[src/inc/pwq_pkg.sv]
// Constants, register map and types for the external trigger pulse-width qualifier
package pwq_pkg;

	localparam int unsigned ADDR_W       = 18;
	localparam int unsigned DATA_W       = 32;
	localparam int unsigned IDX_W        = 16;
	localparam int unsigned NUM_CH       = 16;
	localparam int unsigned CH_W         = 4;
	localparam int unsigned CNT_W        = 17;
	localparam int unsigned THR_W        = 16;

	// Number of analog channels fitted on this build
	localparam logic [CH_W:0] INSTALLED_CH = 5'h04;

	// Register indices; byte address is four times the index
	localparam logic [IDX_W-1:0] IDX_OR_MASK    = 16'h9e0c;
	localparam logic [IDX_W-1:0] IDX_EXT_MODE   = 16'h9e3e;
	localparam logic [IDX_W-1:0] IDX_MAX_WIDTH  = 16'haca8;
	localparam logic [IDX_W-1:0] IDX_THRESHOLD  = 16'hacb2;
	localparam logic [IDX_W-1:0] IDX_CTRL       = 16'h9f10;
	localparam logic [IDX_W-1:0] IDX_STATUS     = 16'h9f11;
	localparam logic [IDX_W-1:0] IDX_AND_MASK   = 16'h9f12;
	localparam logic [IDX_W-1:0] IDX_CHMODE_BASE = 16'h9f00;

	// External mode codes
	localparam logic [DATA_W-1:0] MODE_POS_LONGER  = 32'h0400_0001;
	localparam logic [DATA_W-1:0] MODE_POS_SHORTER = 32'h0200_0001;
	localparam logic [DATA_W-1:0] MODE_NEG_LONGER  = 32'h0400_0002;
	localparam logic [DATA_W-1:0] MODE_NEG_SHORTER = 32'h0200_0002;

	// Width limits and reset values
	localparam logic [DATA_W-1:0] THR_MIN        = 32'h0000_0002;
	localparam logic [DATA_W-1:0] THR_MAX        = 32'h0000_ffff;
	localparam logic [THR_W-1:0]  THR_RESET      = 16'h0002;
	localparam logic [DATA_W-1:0] MAX_WIDTH      = 32'h0000_ffff;
	localparam logic [DATA_W-1:0] MODE_RESET     = 32'h0000_0000;
	localparam logic [NUM_CH-1:0] MASK_RESET     = 16'h0000;
	localparam logic [CNT_W-1:0]  CNT_ONE        = 17'h0_0001;
	localparam logic [CNT_W-1:0]  CNT_SAT        = 17'h1_ffff;

	// Control and status bit positions
	localparam int unsigned CTRL_EXT_EN_BIT  = 0;
	localparam int unsigned STAT_ARMED_BIT   = 0;
	localparam int unsigned STAT_FIRED_BIT   = 1;
	localparam int unsigned STAT_CHERR_BIT   = 2;

	typedef enum logic [2:0]
	{
		ST_IDLE  = 3'b001,
		ST_ARMED = 3'b010,
		ST_FIRED = 3'b100
	} arm_state_e;

endpackage

[src/core/channel_combiner.sv]
// Combines per-channel trigger hits by OR mask and AND mask
module channel_combiner
	import pwq_pkg::*;
(
	// Channel hits from the comparators
	input  wire logic [NUM_CH-1:0] chan_hit,
	// Masks
	input  wire logic [NUM_CH-1:0] or_mask,
	input  wire logic [NUM_CH-1:0] and_mask,
	input  wire logic [NUM_CH-1:0] mode_set,
	// Results
	output logic                   or_hit,
	output logic                   and_hit
);

	logic [NUM_CH-1:0] or_term;
	logic [NUM_CH-1:0] and_sel;
	logic [NUM_CH-1:0] and_ok;

	for (genvar ch = 0; ch < NUM_CH; ch++)
	begin : g_ch
		localparam logic fitted = (ch < int'(INSTALLED_CH));
		// A channel takes part only with its mode set and its OR-mask bit on;
		// a channel in the AND group votes only there, else AND would equal OR
		assign or_term[ch] = fitted && mode_set[ch] && or_mask[ch] && !and_mask[ch]
			&& chan_hit[ch];
		assign and_sel[ch] = fitted && mode_set[ch] && or_mask[ch] && and_mask[ch];
		assign and_ok[ch]  = !and_sel[ch] || chan_hit[ch];
	end

	assign or_hit  = |or_term;
	assign and_hit = (|and_sel) && (&and_ok);

endmodule // channel_combiner

[src/core/ext_trigger_pulsewidth_qualifier.sv]
// Pulse-width qualified external trigger with channel trigger masks and APB registers
module ext_trigger_pulsewidth_qualifier
	import pwq_pkg::*;
(
	// Clock and reset
	input  wire logic              mclk,
	input  wire logic              nrst,
	// APB slave
	input  wire logic              psel,
	input  wire logic              penable,
	input  wire logic              pwrite,
	input  wire logic [ADDR_W-1:0] paddr,
	input  wire logic [DATA_W-1:0] pwdata,
	output logic                   pready,
	output logic [DATA_W-1:0]      prdata,
	output logic                   pslverr,
	// Trigger sources
	input  wire logic              ext_trig_in,
	input  wire logic [NUM_CH-1:0] chan_hit,
	// Acquisition control
	input  wire logic              acq_start,
	input  wire logic              acq_stop,
	input  wire logic              rec_done,
	// Trigger outputs
	output logic                   trig_out,
	output logic                   armed_out
);

	typedef struct packed
	{
		arm_state_e                     arm;
		logic                           trig;
		logic [DATA_W-1:0]              ext_mode;
		logic [THR_W-1:0]               threshold;
		logic [NUM_CH-1:0]              or_mask;
		logic [NUM_CH-1:0]              and_mask;
		logic                           ext_en;
		logic                           cherr;
		logic [NUM_CH-1:0][DATA_W-1:0]  chmode;
		logic                           ready;
		logic [DATA_W-1:0]              rdata;
		logic                           slverr;
	} top_s;

	top_s              state_q;
	top_s              state_d;
	logic [IDX_W-1:0]  idx;
	logic [CH_W-1:0]   ch_sel;
	logic              is_chmode;
	logic              ch_missing;
	logic              access;
	logic              complete;
	logic              wr_done;
	logic              bad_addr;
	logic              bad_write;
	logic [DATA_W-1:0] rd_mux;
	logic              sel_high;
	logic              want_longer;
	logic              want_shorter;
	logic              ext_hit;
	logic              or_hit;
	logic              and_hit;
	logic              trig_src;
	logic [NUM_CH-1:0] mode_set;

	// Decode of the external mode register
	assign sel_high     = state_q.ext_mode == MODE_POS_LONGER
		|| state_q.ext_mode == MODE_POS_SHORTER;
	assign want_longer  = state_q.ext_mode == MODE_POS_LONGER
		|| state_q.ext_mode == MODE_NEG_LONGER;
	assign want_shorter = state_q.ext_mode == MODE_POS_SHORTER
		|| state_q.ext_mode == MODE_NEG_SHORTER;

	for (genvar ch = 0; ch < NUM_CH; ch++)
	begin : g_mode
		assign mode_set[ch] = |state_q.chmode[ch];
	end

	pulse_width_meter u_meter
	(
		.mclk         (mclk),
		.nrst         (nrst),
		.ext_in       (ext_trig_in),
		.sel_high     (sel_high),
		.want_longer  (want_longer),
		.want_shorter (want_shorter),
		.threshold    (state_q.threshold),
		.qual_hit     (ext_hit)
	);

	channel_combiner u_comb
	(
		.chan_hit (chan_hit),
		.or_mask  (state_q.or_mask),
		.and_mask (state_q.and_mask),
		.mode_set (mode_set),
		.or_hit   (or_hit),
		.and_hit  (and_hit)
	);

	assign trig_src = (state_q.ext_en && ext_hit) || or_hit || and_hit;

	// Bus decode
	assign idx        = paddr[ADDR_W-1:2];
	assign is_chmode  = idx[IDX_W-1:CH_W] == IDX_CHMODE_BASE[IDX_W-1:CH_W];
	assign ch_sel     = idx[CH_W-1:0];
	assign ch_missing = is_chmode && ({1'b0, ch_sel} >= INSTALLED_CH);
	assign access     = psel && penable;
	assign complete   = access && state_q.ready;
	assign bad_addr   = !(is_chmode || idx == IDX_OR_MASK || idx == IDX_EXT_MODE
		|| idx == IDX_MAX_WIDTH || idx == IDX_THRESHOLD || idx == IDX_CTRL
		|| idx == IDX_STATUS || idx == IDX_AND_MASK);
	assign bad_write  = pwrite && (ch_missing
		|| idx == IDX_MAX_WIDTH
		|| (idx == IDX_THRESHOLD && (pwdata < THR_MIN || pwdata > THR_MAX)));
	assign wr_done    = complete && pwrite && !bad_addr && !bad_write;

	always_comb
	begin
		rd_mux = '0;
		if (is_chmode)
		begin
			if (!ch_missing)
				rd_mux = state_q.chmode[ch_sel];
		end
		else
		begin
			unique case (idx)
				IDX_OR_MASK:   rd_mux = {{(DATA_W-NUM_CH){1'b0}}, state_q.or_mask};
				IDX_AND_MASK:  rd_mux = {{(DATA_W-NUM_CH){1'b0}}, state_q.and_mask};
				IDX_EXT_MODE:  rd_mux = state_q.ext_mode;
				IDX_MAX_WIDTH: rd_mux = MAX_WIDTH;
				IDX_THRESHOLD: rd_mux = {{(DATA_W-THR_W){1'b0}}, state_q.threshold};
				IDX_CTRL:      rd_mux[CTRL_EXT_EN_BIT] = state_q.ext_en;
				IDX_STATUS:
				begin
					rd_mux[STAT_ARMED_BIT] = state_q.arm == ST_ARMED;
					rd_mux[STAT_FIRED_BIT] = state_q.arm == ST_FIRED;
					rd_mux[STAT_CHERR_BIT] = state_q.cherr;
				end
				default:       rd_mux = '0;
			endcase
		end
	end

	always_comb
	begin
		state_d = state_q;

		// APB: one wait state, answer registered in the first access cycle
		if (access && !state_q.ready)
		begin
			state_d.ready  = 1'b1;
			state_d.rdata  = pwrite ? '0 : rd_mux;
			state_d.slverr = bad_addr || bad_write;
		end
		else if (complete || !psel)
		begin
			state_d.ready  = 1'b0;
			state_d.rdata  = '0;
			state_d.slverr = 1'b0;
		end

		if (wr_done)
		begin
			if (is_chmode)
				state_d.chmode[ch_sel] = pwdata;
			else
			begin
				unique case (idx)
					IDX_OR_MASK:   state_d.or_mask   = pwdata[NUM_CH-1:0];
					IDX_AND_MASK:  state_d.and_mask  = pwdata[NUM_CH-1:0];
					IDX_EXT_MODE:  state_d.ext_mode  = pwdata;
					IDX_THRESHOLD: state_d.threshold = pwdata[THR_W-1:0];
					IDX_CTRL:      state_d.ext_en    = pwdata[CTRL_EXT_EN_BIT];
					IDX_STATUS:
					begin
						if (pwdata[STAT_CHERR_BIT])
							state_d.cherr = 1'b0;
					end
					default:       state_d.cherr = state_q.cherr;
				endcase
			end
		end

		// A rejected channel write sets the sticky flag; set beats clear
		if (complete && pwrite && ch_missing)
			state_d.cherr = 1'b1;

		// Arming sequence
		state_d.trig = 1'b0;
		unique case (state_q.arm)
			ST_IDLE:
			begin
				if (acq_start)
					state_d.arm = ST_ARMED;
			end
			ST_ARMED:
			begin
				if (trig_src)
				begin
					state_d.trig = 1'b1;
					state_d.arm  = ST_FIRED;
				end
			end
			ST_FIRED:
			begin
				if (rec_done)
					state_d.arm = ST_ARMED;
			end
			default:
				state_d.arm = ST_IDLE;
		endcase
		if (acq_stop)
		begin
			state_d.arm  = ST_IDLE;
			state_d.trig = 1'b0;
		end
	end

	always_ff @(posedge mclk or negedge nrst)
	begin
		if (!nrst)
		begin
			state_q           <= '0;
			state_q.arm       <= ST_IDLE;
			state_q.ext_mode  <= MODE_RESET;
			state_q.threshold <= THR_RESET;
			state_q.or_mask   <= MASK_RESET;
			state_q.and_mask  <= MASK_RESET;
		end
		else
			state_q <= state_d;
	end

	assign pready    = state_q.ready;
	assign prdata    = state_q.rdata;
	assign pslverr   = state_q.slverr;
	assign trig_out  = state_q.trig;
	assign armed_out = state_q.arm == ST_ARMED;
endmodule // ext_trigger_pulsewidth_qualifier

[src/core/pulse_width_meter.sv]
// Width counter for pulses of one polarity on the external trigger input
module pulse_width_meter
	import pwq_pkg::*;
(
	// Clock and reset
	input  wire logic             mclk,
	input  wire logic             nrst,
	// Sampled trigger input
	input  wire logic             ext_in,
	// Configuration
	input  wire logic             sel_high,
	input  wire logic             want_longer,
	input  wire logic             want_shorter,
	input  wire logic [THR_W-1:0] threshold,
	// Qualified pulse, one cycle
	output logic                  qual_hit
);

	typedef struct packed
	{
		logic             prev;
		logic [CNT_W-1:0] count;
	} meter_s;

	meter_s state_q;
	meter_s state_d;
	logic   active;
	logic   prev_active;

	always_comb
	begin
		state_d     = state_q;
		active      = sel_high ? ext_in : ~ext_in;
		prev_active = sel_high ? state_q.prev : ~state_q.prev;
		state_d.prev = ext_in;
		if (active)
		begin
			if (!prev_active)
				state_d.count = CNT_ONE;
			else if (state_q.count != CNT_SAT)
				state_d.count = state_q.count + CNT_ONE;
		end
		// Longer: fire once, when the count first passes the threshold
		qual_hit = (want_longer && active && state_d.count == ({1'b0, threshold} + CNT_ONE))
			|| (want_shorter && !active && prev_active
			&& state_q.count < {1'b0, threshold});
	end

	always_ff @(posedge mclk or negedge nrst)
	begin
		if (!nrst)
			state_q <= '0;
		else
			state_q <= state_d;
	end
endmodule // pulse_width_meter

[config.mk]
export PLATFORM = sky130hd
export DESIGN_NAME = ext_trigger_pulsewidth_qualifier
export DESIGN_NICKNAME = d
export VERILOG_FILES = /design/src/inc/pwq_pkg.sv /design/src/core/channel_combiner.sv /design/src/core/ext_trigger_pulsewidth_qualifier.sv /design/src/core/pulse_width_meter.sv
export SDC_FILE = /design/constraint.sdc
export NUM_CORES = 1
export LEC_CHECK = 0
export BUFFER_PORTS_ARGS = -buffer_cell sky130_fd_sc_hd__buf_2
export CAP_MARGIN = 10
export CORE_UTILIZATION = 30
export CTS_CLUSTER_DIAMETER = 30
export DETAILED_ROUTE_END_ITERATION = 6
export PLACE_DENSITY_LB_ADDON = 0.15
export REMOVE_ABC_BUFFERS = 1
export SKIP_LAST_GASP = 1
export SLEW_MARGIN = 30
export SYNTH_ARGS = -nofsm -noshare
export SYNTH_HDL_FRONTEND = slang
export SYNTH_SLANG_ARGS = --single-unit
export TNS_END_PERCENT = 1
[constraint.sdc]
create_clock -name mclk -period 4.8 [get_ports mclk]
set_clock_uncertainty 0.05 [all_clocks]
set_input_delay 0 -clock mclk [delete_from_list [all_inputs] [get_ports mclk]]
set_output_delay 0 -clock mclk [all_outputs]
set_load 0.05 [all_outputs]
# Yosys cells after proc, flatten, opt, wreduce, memory -nomap -nowiden
# Index checks and enable logic that the tools add are counted.
# totals
register_bits	650
input_bits	75
output_inout_bits	36
elab_cells	179
# op_classes
add_sub_neg	2
magnitude_cmp	6
eq_ne	21
muxes	30
bitwise_logic	3
reduce_logical	88
# ops
operator	n
513-bit 2-to-1 mux	1
512-bit bitwise mux	1
512-bit 2-to-1 mux	1
32-bit 2-to-1 mux	5
29-bit one-hot mux with 5 select lines	1
32-bit binary-select mux with 4-bit select	1
32-bit demux with 4-bit select	1
32-bit OR reduction	4
16-bit == test (second input constant)	7
34-bit 2-to-1 mux	2
32-bit by 26-bit == test with 1-bit output (second input constant)	2
32-bit by 27-bit == test with 1-bit output (second input constant)	2
17-bit 2-to-1 mux	3
1-bit logical AND	34
32-bit by 16-bit greater-than comparator with 1-bit output (second input constant)	1
32-bit by 2-bit less-than comparator with 1-bit output (second input constant)	1
1-bit logical OR	22
3-bit AND reduction	6
16-bit by 1-bit adder with 17-bit output (second input constant)	1
17-bit by 1-bit adder with 17-bit output (second input constant)	1
17-bit == test	1
17-bit by 16-bit less-than comparator with 1-bit output	1
17-bit != test (second input constant)	1
1-bit zero test	13
21 further kinds	37

# Logic depth before layout (Yosys ltp)
# depth
word_depth	14
mapped_depth	14
ltp_nobuf	11

# By module
# A second synthesis with hierarchy kept.
# unflattened
cells_unflattened	2044
area_unflattened_um2	25799.7
# by_module_without_submodules
module	n_inst	cells_each	area_per_inst_um2
ext_trigger_pulsewidth_qualifier	1	1797	23766.5
pulse_width_meter	1	233	1936.9
channel_combiner	1	14	96.3

# Worst setup path after synthesis
# OpenSTA, ideal clock, no wires.
# synth_path
kind	register to register
start	register state_q[598] (netlist name)
end	register state_q[631] (netlist name)
setup_ns	0.087
t_arrival_ns	3.338
required_ns	4.663
setup_slack_ns	1.326
stages_incl_launch_ff	12
synth_period_minus_slack_ns	3.474
path_cell_list	dfrtp_1 > nor4_2 > nand3_1 > buf_2 > a2111oi_2 > mux2i_1 > o311ai_1 > nor3_1 > mux2_2 > o22a_1 > or4b_1 > a211oi_2
# synth_via
elab_chain_len	13
elab_cells_between_ends	24
classes_between	eq/ne (6); mux (4); reduce/logical (14)
# synth_rtl
item	line	text
start: declaration	ext_trigger_pulsewidth_qualifier.sv:45	top_s state_q;
start signal: assignment	ext_trigger_pulsewidth_qualifier.sv:233	state_q <= state_d;
32-bit by 27-bit == test with 1-bit output / 32-bit by 26-bit == test with 1-bit output (equally long branches)	n/a	
1-bit logical OR	ext_trigger_pulsewidth_qualifier.sv:68	|| state_q.ext_mode == MODE_POS_SHORTER;
1-bit 2-to-1 mux (on tied branches)	pulse_width_meter.sv:34, pulse_width_meter.sv:33	
17-bit 2-to-1 mux / 1-bit zero test (equally long branches)	pulse_width_meter.sv:38, pulse_width_meter.sv:45	
17-bit 2-to-1 mux / 1-bit logical AND (equally long branches)	pulse_width_meter.sv:36, pulse_width_meter.sv:45	
17-bit == test / 1-bit logical AND (equally long branches)	pulse_width_meter.sv:44, pulse_width_meter.sv:45	
1-bit logical AND (on tied branches)	pulse_width_meter.sv:44, pulse_width_meter.sv:46	
1-bit logical OR (*)	pulse_width_meter.sv:45	|| (want_shorter && !active && prev_active
1-bit logical AND (*)	ext_trigger_pulsewidth_qualifier.sv:101	assign trig_src = (state_q.ext_en && ext_hit) || or_hit || and_hit;
1-bit logical OR (*) (2 in a row)	ext_trigger_pulsewidth_qualifier.sv:101	
3-bit by 2-bit != test with 1-bit output (no source line) (*)	n/a	
3-bit AND reduction (no source line) (*)	n/a	
# Every way passes the cells marked *; elsewhere a longest branch is shown, timed or not.
# A chain may end at the register's enable or synchronous reset.

==> run metrics <==
commonest cells after routing, fill and taps aside dfrtp_1 (301), mux2_2 (190), buf_2 (95); Die Wd 229 µm; Max Slew Vio Count 0; most common cell after layout, fill and taps aside dfrtp_1; CP arrival 5.02 ns; Power Density 440 nW/µm²; Sink Count 303; htree depth 3; vias 11498; Netlist cell types 82; Final Setup Violations 0; fmax 0.220 GHz; Crit path largest cell delay 0.59 ns; actual slew at the worst max-slew pin 0.810 ns; clk_lat worst skew 0.59 ns; Core ar. 50500 µm²; Slew HR 0.460; Post-synth EDFFs 0; Multi-input gate area 7170 µm²; Worst Slack Setup Final 0.247 ns; clock root cell clkbuf_16; largest net degree at the start of global routing 102; first-pass GRT wire length 76.1 mm; # Max-Cap Violations 0; synthesis-stage register bit count 303; period utilisation layout 0.948; M3 GR Usage 0.0340; synth warn 0; Final Util 0.394; Main synth FF type dfrtp_1; busiest grt layer met2; post-route ant nets 0; CP Launch Type register; DP HPWL 33.5 mm; fillcell total 4918; Tot GR Track Use 0.190; Crit path required time 5.26 ns; PortBufs 96; worst slack at placement 0.666 ns; ys async rst share 1.00; vias in the first global route 12088; CTS Buf Count 79; vias per cell 5.24; total negative setup slack 0 ns; syn_area_per_cell 11.5 µm²; DRT Pass-1 Iters 5; Synth Cell Area 15500 µm²; M2 GR Usage 0.314; register clock-pin slew on the reported worst setup and hold paths 0.04 ns; slowest stage cell, crit path or4_4; failing checks negative hold slack; WS Path Type reg -> reg; total congestion overflow 0; Final Power 8.75 mW; cell accounting for the most synthesized area dfrtp_1; layout cell share with drive strength beyond 1 0.343; CTS tree yes; met1 global-route usage 0.250; register area 7580 µm²; Area Growth Syn to Fin 28.6%; WL/cell 22.3 µm; CP cell instances nor4_2 -> and4_1 -> a31oi_4 -> or4_4 -> a21boi_4 -> xnor2_1 -> or3_1 -> o22a_1 -> or4b_1 -> a211oi_2 -> dlygate4sd3_1; IO Pins 111; CP Capture Type register; DRC 0; placer congestion estimate 0.844; share of the synthesized area in the top cell type 0.487; initial drt markers 756; drt total wl 49.0 mm; Max Fanout on Critical Path 13; WHS -0.0411 ns; die footprint 52500 µm²; maximum VDD drop 0.262 mV; Final Hold Fails 8; Tmin final 4.55 ns; Lkg Pwr 9.16 nW; Clock Path Buffers 3; Synth Instances 1346; RSZ-0062 raised after global routing false; outcome finished, violations left; row cnt 82; Seq/Total Area, Yosys 0.490; worst hold path class in -> async; Nets 1549; Die H 229 µm; Starting Density 0.307; antenna violations before repair 3; Buf/Inv on CP 1; delay-heaviest family, CP simple AND/OR/NAND/NOR gates; top cells by area, synth dfrtp_1 (49%), mux2_2 (14%), mux4_2 (3.6%)
## per-stage QoR
step | instance area (µm²) | cells
2_1_floorplan | 14800 | 1202
3_3_place_gp | 16400 | 1996
3_5_place_dp | 16400 | 1997
4_1_cts | 19800 | 2190
5_1_grt | 19900 | 2194
6_report | 19900 | 2194
## layout make-up
cell class / instances / area share
inverters: 30 / 0.00566
flip-flops and latches: 303 / 0.381
repair buffers: 174 / 0.0626
clock inverters: 50 / 0.0394
well taps: 672 / 0.0422
clock buffers: 95 / 0.109
diodes: 1 / 0.000126
multi-input cells: 869 / 0.360
## metal layers
| layer | vias up | routed length (µm) |
|---|---|---|
| met4 | 0 | 1070 |
| met1 | 5887 | 21800 |
| li1 | 5277 | - |
| met3 | 80 | 2060 |
| met5 | - | 0 |
| met2 | 254 | 24000 |
## report_power, final
group / switching, mW / internal [mW]
sequential: 0.0167 / 2.57
clock: 1.65 / 4.21
combinational: 0.204 / 0.101
total: 1.87 / 6.89
## cell families after synthesis
family	after synthesis	synth area share
AOI/OAI and AO/OA	274	0.124
xor gates and xnor gates	28	0.0158
adders and majority gates	17	0.0137
buffers and inverters	174	0.0523
DFF	303	0.490
muxes	233	0.187
and+or+nand+nor	317	0.118
## cell usage after synthesis (6+ instances only)
cell type / number
a31oi_1: 13
o31ai_1: 7
and3_1: 13
xor2_1: 6
xnor2_1: 22
o21ai_0: 78
nor4_1: 50
nand3_1: 26
o211ai_1: 16
ha_1: 17
mux2i_1: 12
a22oi_1: 18
buf_2: 17
mux4_2: 25
a221o_1: 24
nor3b_1: 7
buf_1: 7
dfrtp_1: 301
nand2_1: 78
clkbuf_1: 85
mux2_2: 190
inv_1: 30
nor2_1: 38
nand4_1: 21
nor4_2: 9
buf_4: 34
a21oi_1: 39
nand2b_1: 6
o21a_1: 21
nor3_1: 20
nor2b_1: 6
mux2_1: 6
## worst paths after layout
check                                              start  slack [ns]                       endpoint  cells after the start
worst max register to register  state_q[614]$_DFFE_PN0P_        0.25       state_q[631]$_DFFE_PN0P_                     11
min in group mclk                               paddr[4]        0.04          prdata[2]$_DFFE_PN0P_                      5
worst min-delay path                                nrst       -0.04  u_meter.state_q[12]$_DFF_PN0_                      2
worst max-delay path            state_q[614]$_DFFE_PN0P_        0.25       state_q[631]$_DFFE_PN0P_                     11
max in group asynchronous                           nrst        3.48                      async pin                      3
worst min register to register                  register        0.32                       register                      0
## worst reg2reg max path, cell delays in order (launching register included)
cell           delay [ns]
dfrtp_1              0.42
nor4_2               0.49
and4_1               0.50
a31oi_4              0.27
or4_4                0.59
a21boi_4             0.21
xnor2_1              0.13
or3_1                0.37
o22a_1               0.21
or4b_1               0.52
a211oi_2             0.18
dlygate4sd3_1        0.56
## timing repair
item	CTS	global route
buffers inserted	0	2
hold buffers	48	0
setup endpoints to repair	0	1
resized for setup	0	4
hold endpoints to repair	312	0
Note: power is estimated with default switching activity, not from simulation.
